File: config.mk
export PLATFORM = sky130hd
export DESIGN_NAME = dcdcr_regs
export DESIGN_NICKNAME = d
export VERILOG_FILES = /design/src/common/dcdcr_pkg.sv /design/src/hw/dcdcr_regs.sv
export SDC_FILE = /design/constraint.sdc
export NUM_CORES = 1
export LEC_CHECK = 0
export ABC_AREA = 1
export BUFFER_PORTS_ARGS = -buffer_cell sky130_fd_sc_hd__buf_4
export CELL_PAD_IN_SITES_DETAIL_PLACEMENT = 1
export CELL_PAD_IN_SITES_GLOBAL_PLACEMENT = 1
export CORE_ASPECT_RATIO = 0.6
export CORE_UTILIZATION = 26
export DETAILED_ROUTE_END_ITERATION = 8
export PLACE_DENSITY_LB_ADDON = 0.1
export SYNTH_ARGS = -nofsm -noshare
export SYNTH_HDL_FRONTEND = slang
export SYNTH_SLANG_ARGS = --single-unit
export TNS_END_PERCENT = 100
File: constraint.sdc
create_clock -name clk_i -period 1.38 [get_ports clk_i]
set_clock_uncertainty 0.2 [all_clocks]
set_input_delay 0.138 -clock clk_i [delete_from_list [all_inputs] [get_ports clk_i]]
set_output_delay 0.138 -clock clk_i [all_outputs]
set_load 0.05 [all_outputs]
File: src/common/dcdcr_pkg.sv
/*
 * Constants for the dc-dc converter configuration and mode register bank:
 * register indexes, field positions, reset values and bus widths.
 * Assumes a single system clock and a 32-bit classic Wishbone register bus.
 */
package dcdcr_pkg;

	// Register indexes; the byte address on the bus is four times the index
	localparam logic [7:0] IDX_MODE = 8'h94;
	localparam logic [7:0] IDX_CLKCFG = 8'h96;
	localparam logic [7:0] IDX_CTRL = 8'h97;
	localparam logic [7:0] IDX_IRQ_STATUS = 8'hA0;
	localparam logic [7:0] IDX_IRQ_MASK = 8'hA1;
	localparam int ADR_LSB = 2;
	localparam int IDX_W = 8;

	// Register pages kept for software reference; the bus decode is flat
	localparam logic [3:0] PAGE_CLKCFG = 4'h0;
	localparam logic [3:0] PAGE_MODE = 4'hF;

	// Clock configuration fields
	localparam int CFG_LOW_BIAS = 7;
	localparam int CFG_DIV_HI = 6;
	localparam int CFG_DIV_LO = 5;
	localparam int CFG_SAR_POL = 4;
	localparam int CFG_CONV_POL = 3;
	localparam int CFG_PEAK_THR = 2;
	localparam int CFG_SLEEP_TIE = 1;
	localparam int CFG_CLK_SRC = 0;
	localparam logic [7:0] CFG_RESET = 8'h00;

	// Mode fields
	localparam int MODE_BYP_FLAG = 3;
	localparam int MODE_POL_HI = 2;
	localparam int MODE_POL_LO = 1;
	localparam int MODE_PASSIVE = 0;
	localparam logic [2:0] MODE_WR_RESET = 3'h0;

	// Control register: only the synchronization enable lives here
	localparam int CTRL_SYNC = 3;
	localparam logic CTRL_SYNC_RESET = 1'b0;

	// Interrupt status and mask bits
	localparam int IRQ_BYP_ENTER = 0;
	localparam int IRQ_BYP_LEAVE = 1;
	localparam int IRQ_W = 2;
	localparam logic [1:0] IRQ_RESET = 2'h0;

	typedef enum logic [1:0]
	{
		DCDCR_BYP_OFF = 2'b00,
		DCDCR_BYP_AUTO_RUN = 2'b01,
		DCDCR_BYP_AUTO_STOP = 2'b10,
		DCDCR_BYP_FORCED = 2'b11
	} dcdcr_bypass_e;

	localparam logic [2:0] DIV_CNT_RESET = 3'h0;
	localparam logic [31:0] RDATA_RESET = 32'h0000_0000;

endpackage : dcdcr_pkg

File: src/hw/dcdcr_regs.sv
/*
 * Configuration and mode register bank of the dc-dc boost converter, with
 * converter clock divider, bypass indicator synchronizer and bypass interrupt.
 * Assumes classic Wishbone master on clk_i, analog stage on the outputs, and
 * an asynchronous bypass status from the power stage.
 */
// How it works
// - Config bit 7 turns on low power mode
// - Bits 6:5 divide system clock by 1,2,4,8
// - Divider ignored when local oscillator selected
// - Bit 0 picks local oscillator or system clock
// - Bit 3 inverts system clock before divider
// - Bit 4 zero inverts SAR clock under sync
// - Bit 2 selects peak current threshold
// - Sleep with converter on: bit1 zero ties battery
// - Config register at 0x96, all RW, reset zero
// - Mode register decoded at 0x94
// - Mode bits 7:4 read zero, writes ignored
// - Mode bit 3 read-only live bypass indicator
// - Bypass code 00 off, 11 forced, reset 00
// - Code 01 auto with oscillator, 10 auto stopped
// - Mode bit 0 enables passive diode mode
// - Sync enable gates SAR clock inversion
`timescale 1ns/1ps
module dcdcr_regs
(
	input wire logic clk_i,
	input wire logic rst_i,
	input wire logic wb_cyc_i,
	input wire logic wb_stb_i,
	input wire logic wb_we_i,
	input wire logic [11:0] wb_adr_i,
	input wire logic [3:0] wb_sel_i,
	input wire logic [31:0] wb_dat_i,
	output logic [31:0] wb_dat_o,
	output logic wb_ack_o,
	input wire logic bypass_status_i,
	input wire logic converter_enabled_i,
	input wire logic sleep_mode_i,
	output logic low_bias_mode_on_o,
	output logic conv_clock_source_o,
	output logic [1:0] conv_clock_divider_o,
	output logic conv_clock_polarity_o,
	output logic conv_tick_o,
	output logic sar_clock_polarity_o,
	output logic sync_enable_o,
	output logic peak_current_threshold_o,
	output logic sleep_output_tie_o,
	output logic [1:0] bypass_policy_o,
	output logic bypass_auto_o,
	output logic bypass_forced_o,
	output logic conv_osc_run_o,
	output logic passive_rectifier_on_o,
	output logic irq_o
);

	logic [7:0] converter_clock_config;
	logic [2:0] mode_wr;
	logic sync_en;
	logic [1:0] irq_status;
	logic [1:0] irq_mask;
	logic byp_meta;
	logic byp_sync;
	logic byp_prev;
	logic [2:0] div_cnt;

	// Bus decode
	wire [7:0] idx = wb_adr_i[dcdcr_pkg::ADR_LSB +: dcdcr_pkg::IDX_W];
	wire hit_upper = (wb_adr_i[11:10] == 2'h0);
	wire req = wb_cyc_i && wb_stb_i;
	wire take = req && wb_ack_o;
	wire wr_lane0 = take && wb_we_i && wb_sel_i[0];
	wire sel_cfg = hit_upper && (idx == dcdcr_pkg::IDX_CLKCFG);
	wire sel_mode = hit_upper && (idx == dcdcr_pkg::IDX_MODE);
	wire sel_ctrl = hit_upper && (idx == dcdcr_pkg::IDX_CTRL);
	wire sel_stat = hit_upper && (idx == dcdcr_pkg::IDX_IRQ_STATUS);
	wire sel_mask = hit_upper && (idx == dcdcr_pkg::IDX_IRQ_MASK);
	wire wr_cfg = wr_lane0 && sel_cfg;
	wire wr_mode = wr_lane0 && sel_mode;
	wire wr_ctrl = wr_lane0 && sel_ctrl;
	wire wr_mask = wr_lane0 && sel_mask;
	wire rd_stat = take && !wb_we_i && sel_stat;

	// Mode reads: upper nibble zero, bit 3 is the synchronized bypass flag
	wire [7:0] mode_rd = {4'h0, byp_sync, mode_wr};
	wire [7:0] ctrl_rd = {4'h0, sync_en, 3'h0};
	wire [7:0] rd_byte = sel_cfg ? converter_clock_config :
		sel_mode ? mode_rd :
		sel_ctrl ? ctrl_rd :
		sel_stat ? {6'h0, irq_status} :
		sel_mask ? {6'h0, irq_mask} : 8'h00;
	wire [31:0] next_dat = req && !wb_ack_o && !wb_we_i ? {24'h00_0000, rd_byte} : dcdcr_pkg::RDATA_RESET;

	// Register write paths
	always_ff @(posedge clk_i)
	begin
		if (rst_i)
		begin
			converter_clock_config <= dcdcr_pkg::CFG_RESET;
			mode_wr <= dcdcr_pkg::MODE_WR_RESET;
			sync_en <= dcdcr_pkg::CTRL_SYNC_RESET;
			irq_mask <= dcdcr_pkg::IRQ_RESET;
		end
		else
		begin
			if (wr_cfg)
				converter_clock_config <= wb_dat_i[7:0];
			if (wr_mode)
				mode_wr <= wb_dat_i[2:0];
			if (wr_ctrl)
				sync_en <= wb_dat_i[dcdcr_pkg::CTRL_SYNC];
			if (wr_mask)
				irq_mask <= wb_dat_i[1:0];
		end
	end

	// Ack is one cycle per request; the write lands on the ack edge
	always_ff @(posedge clk_i)
	begin
		if (rst_i)
		begin
			wb_ack_o <= 1'b0;
			wb_dat_o <= dcdcr_pkg::RDATA_RESET;
		end
		else
		begin
			wb_ack_o <= req && !wb_ack_o;
			wb_dat_o <= next_dat;
		end
	end

	// Bypass status comes from the analog stage; left unreset so the flag
	// shows the real converter state even straight after reset
	always_ff @(posedge clk_i)
	begin
		byp_meta <= bypass_status_i;
		byp_sync <= byp_meta;
		byp_prev <= byp_sync;
	end

	wire byp_enter = byp_sync && !byp_prev;
	wire byp_leave = !byp_sync && byp_prev;
	wire [1:0] irq_events = {byp_leave, byp_enter};
	// A new event in the clearing read cycle survives the clear
	wire [1:0] next_irq_status = (rd_stat ? 2'h0 : irq_status) | irq_events;

	always_ff @(posedge clk_i)
	begin
		if (rst_i)
		begin
			irq_status <= dcdcr_pkg::IRQ_RESET;
			irq_o <= 1'b0;
		end
		else
		begin
			irq_status <= next_irq_status;
			irq_o <= |(next_irq_status & irq_mask);
		end
	end

	// Converter clock divider on the system clock path
	wire src_sys = converter_clock_config[dcdcr_pkg::CFG_CLK_SRC];
	wire [1:0] div_sel = converter_clock_config[dcdcr_pkg::CFG_DIV_HI:dcdcr_pkg::CFG_DIV_LO];
	wire conv_inv = converter_clock_config[dcdcr_pkg::CFG_CONV_POL];
	wire [2:0] div_mask = 3'((4'h1 << div_sel) - 4'h1);
	wire [2:0] div_phase = conv_inv ? 3'(div_mask >> 1) + 3'(div_sel != 2'h0) : 3'h0;
	// Local oscillator source means the divider setting has no effect at all
	wire next_tick = src_sys && ((div_cnt & div_mask) == div_phase);

	always_ff @(posedge clk_i)
	begin
		if (rst_i)
			div_cnt <= dcdcr_pkg::DIV_CNT_RESET;
		else
			div_cnt <= div_cnt + 3'h1;
	end

	// Outputs to the power stage and the sar converter
	wire [1:0] pol = mode_wr[dcdcr_pkg::MODE_POL_HI:dcdcr_pkg::MODE_POL_LO];
	wire next_sar_inv = sync_en && !converter_clock_config[dcdcr_pkg::CFG_SAR_POL];
	wire next_tie = converter_enabled_i && sleep_mode_i &&
		!converter_clock_config[dcdcr_pkg::CFG_SLEEP_TIE];

	always_ff @(posedge clk_i)
	begin
		if (rst_i)
		begin
			low_bias_mode_on_o <= 1'b0;
			conv_clock_source_o <= 1'b0;
			conv_clock_divider_o <= 2'h0;
			conv_clock_polarity_o <= 1'b0;
			conv_tick_o <= 1'b0;
			sar_clock_polarity_o <= 1'b0;
			sync_enable_o <= 1'b0;
			peak_current_threshold_o <= 1'b0;
			sleep_output_tie_o <= 1'b0;
			bypass_policy_o <= 2'h0;
			bypass_auto_o <= 1'b0;
			bypass_forced_o <= 1'b0;
			conv_osc_run_o <= 1'b1;
			passive_rectifier_on_o <= 1'b0;
		end
		else
		begin
			low_bias_mode_on_o <= converter_clock_config[dcdcr_pkg::CFG_LOW_BIAS];
			conv_clock_source_o <= src_sys;
			conv_clock_divider_o <= src_sys ? div_sel : 2'h0;
			conv_clock_polarity_o <= src_sys && conv_inv;
			conv_tick_o <= next_tick;
			sar_clock_polarity_o <= next_sar_inv;
			sync_enable_o <= sync_en;
			peak_current_threshold_o <= converter_clock_config[dcdcr_pkg::CFG_PEAK_THR];
			sleep_output_tie_o <= next_tie;
			bypass_policy_o <= pol;
			bypass_auto_o <= (pol == dcdcr_pkg::DCDCR_BYP_AUTO_RUN) ||
				(pol == dcdcr_pkg::DCDCR_BYP_AUTO_STOP);
			bypass_forced_o <= (pol == dcdcr_pkg::DCDCR_BYP_FORCED);
			conv_osc_run_o <= (pol != dcdcr_pkg::DCDCR_BYP_AUTO_STOP);
			passive_rectifier_on_o <= mode_wr[dcdcr_pkg::MODE_PASSIVE];
		end
	end
endmodule : dcdcr_regs

==> summary.md <==
| Metric | Value |
|---|---|
| Yosys cell types | `29` |
| Area post-placement | `2610 sq um` |
| Initial antenna violation count | `0` |
| Number of antenna-violating nets in the routed design | `0` |
| Required arrival time at the worst endpoint | `roughly 1400 ps` |
| Via density per instance | `slightly below 4` |
| Capturing element type of the critical path | `flop` |
| Sw Pwr | `about 780 uW` |
| Initial Utilization | `0.277` |
| Clock tree from TritonCTS | `built` |
| Share of power burned in combinational logic | `0.114` |
| Number of global-route vias before repair | `between 1500 and 2000` |
| Site row count | `24` |
| Final core utilization | `0.393` |
| H-tree Lvls | `2` |
| Die footprint | `about 8400 sq um` |
| Finished Cell Area | `slightly below 3000 sq um` |
| Number of synthesized register bits | `48` |
| Warning count from the yosys run | `0` |
| Final HPWL DP | `between 4000 and 5000 um` |
| Clock Sink Count | `48` |
| Clock slew seen by the registers of the worst setup and hold paths | `around 70 ps` |
| Layout cell share with drive strength beyond 1 | `0.286` |
| Total I/O pin count | `around 110` |
| Final Power | `about 3.3 mW` |
| MaxCap Viol Count | `0` |
| Setup TNS | `0 ps` |
| Port bufs | `52` |
| Average wire per standard cell | `roughly 12 um` |
| Nature of the critical path startpoint | `flop` |
| Maximum clock insertion buffer count | `2` |
| Worst endpoint data arrival time | `1320 ps` |
| Peak ir drop on the vdd network | `424 uV` |
| Later-pin clock latency in the skew report | `between 200 and 300 ps` |
| Peak Freq | `0.769 GHz` |
| Post-Syn Area | `2080 sq um` |
| Power Density | `roughly 1100 nW/um^2` |
| Fin crit share | `0.943` |
| Run status | `finished, final reports clean` |
| Iteration-0 DRC Markers | `just over 70` |
| Slew Limit Fails | `0` |
| Final Hold Violating Endpoints | `0` |
| Maximum number of pins on one net before global-route repair | `15` |
| Global Route Usage Sum | `0.139` |
| Chip Width | `around 120 um` |
| Internal Dissipation | `between 2 and 2.5 mW` |
| Number of search-and-repair iterations in the first detailed-routing pass | `4` |
| Global-route wire length before repair | `between 8000 and 9000 um` |
| Net total in the final layout | `about 400` |
| Height of the die | `71.2 um` |
| Proportion of power drawn by the clock network | `0.451` |
| Grt ovf | `0` |
| Sw Share | `0.241` |
| Gate Count Post-Synth | `between 200 and 300` |
| Number of buffers created by CTS | `5` |
| Finish-stage setup viols | `0` |
| Core area | `7510 sq um` |
| Register area share after synthesis | `0.463` |
| Maximum fanout along the worst path | `4` |
| Pre-CTS setup slack | `-61.7 ps` |
| N_diodes | `0` |
| Total leakage power | `1.43 nW` |
| Worst Path Class, Setup | `reg -> reg` |
| Worst hold-check path type | `in -> reg` |
| Min cycle time layout | `1300 ps` |
| Final setup margin | `approximately 80 ps` |
| Signed area change from the synthesized netlist to the final layout | `42.1%` |
| Total via count in the routed design | `~1800` |
| DR DRC count | `0` |
| Clk root buf | `clkbuf_16` |
| GPL Wtd Cong | `a little over 0.7` |
| Routed WL | `approximately 5400 um` |
| Post-synthesis area per instance | `slightly below 8 sq um` |
| Setup repair after global routing missed its margin | `true` |
| Fraction of power consumed by sequential logic | `0.435` |
metal layers:
layer,vias to the layer above,routed length (um),global-route usage
li1,932,-,-
met1,779,2930,0.203
met2,41,2160,0.200
met3,4,271,0.0406
met4,0,32,0.0346
met5,-,0,0
timing repair:
item / 4_1_cts / 5_1_grt
hold buffers: 13 / 0
setup endpoints to repair: 1 / 12
pin swaps: 0 / 2
setup buffers: 0 / 0
resized for setup: 1 / 12
hold endpoints to repair: 19 / 0
flip-flops by register name, summed over array words and instances (netlist names), 2 cells and up:
| signal | cells |
|---|---|
| irq_mask | 2 |
| irq_status | 2 |
| converter_clock_config | 8 |
| wb_dat_o | 8 |
| conv_clock_divider_o | 2 |
| div_cnt | 3 |
| mode_wr | 3 |
| bypass_policy_o | 2 |
final timing paths:
path | from | slack [ps] | end | cells past startpoint
max reg2reg | wb_ack_o$_SDFF_PP0_ | 80 | irq_mask[1]$_SDFFE_PP0P_ | 5
min | rst_i | 70 | converter_clock_config[0]$_SDFFE_PP0P_ | 4
min reg2reg | byp_meta$_DFF_P_ | 130 | byp_sync$_DFF_P_ | 0
max | wb_ack_o$_SDFF_PP0_ | 80 | irq_mask[1]$_SDFFE_PP0P_ | 5
cells in the mapped netlist (all sizes together):
| master | instances | area, sq um |
|---|---|---|
| nor4 | 1 | 21.3 |
| nand4 | 1 | 21.3 |
| xnor2 | 1 | 8.76 |
| nor3 | 7 | 46.3 |
| a21oi | 9 | 45.0 |
| nor2 | 56 | 251 |
| nand3 | 11 | 67.6 |
| o21ai | 25 | 125 |
| buf | 26 | 190 |
| a31oi | 1 | 6.26 |
| dfxtp | 48 | 961 |
| or2 | 1 | 6.26 |
| nand2 | 32 | 125 |
| clkbuf | 1 | 3.75 |
| a211oi | 1 | 7.51 |
| inv | 37 | 141 |
| conb | 1 | 3.75 |
| nor3b | 1 | 7.51 |
| ha | 3 | 37.5 |
logic make-up after synthesis:
group | Yosys count | synth area share
xor gates and xnor gates | 1 | 0.00422
AOI/OAI and AO/OA | 36 | 0.0886
buffers and inverters | 64 | 0.161
adders and majority gates | 3 | 0.0181
and+or+nand+nor | 110 | 0.263
other | 1 | 0.00181
DFF | 48 | 0.463
power groups by stage:
stage	Combinational, mW	Clock [mW]	Sequential (mW)
final	0.370	1.47	1.42
after global routing	0.399	1.56	1.42
after CTS	0.369	1.49	1.42
after detailed placement	0.339	0	1.45
after global placement	0.335	0	1.45
after floorplan	0.274	0	1.45
layout make-up:
| cell class | count | area [sq um] |
|---|---|---|
| Fill cell | 915 | 4560 |
| Inverter | 37 | 141 |
| Timing Repair Buffer | 79 | 644 |
| Clock buffer | 7 | 153 |
| Tap cell | 104 | 130 |
| Sequential cell | 48 | 966 |
| Clock inverter | 1 | 30.0 |
| Multi-Input combinational cell | 174 | 887 |
worst max-delay path, stage by stage, from the launching register on:
cell and delay, ps:
dfxtp_4 390, nand4_4 160, buf_6 180, nor4_4 160, nor2_1 60, nor2_1 90
metrics by stage:
| step | cells | hold WS, ps |
|---|---|---|
| floorplan | 286 | -34.3 |
| global placement | 429 | 43.3 |
| detailed placement | 429 | 44.3 |
| CTS | 450 | 66.1 |
| global route | 450 | 93.3 |
| finish | 450 | 65.4 |
layout by cell type (no fill, tap or decap), drive strengths merged:
master,count
a211oi,1
nor2,56
dlymetal6s4s,1
buf,66
xnor2,1
bufinv,1
nand4,1
conb,24
dfxtp,48
o21ai,25
ha,3
nand2,32
inv,37
nand3,11
nor3b,1
nor4,1
clkbuf,7
or2,1
dlygate4sd3,12
a31oi,1
a21oi,9
nor3,7
Note: power is estimated with default switching activity, not from simulation.
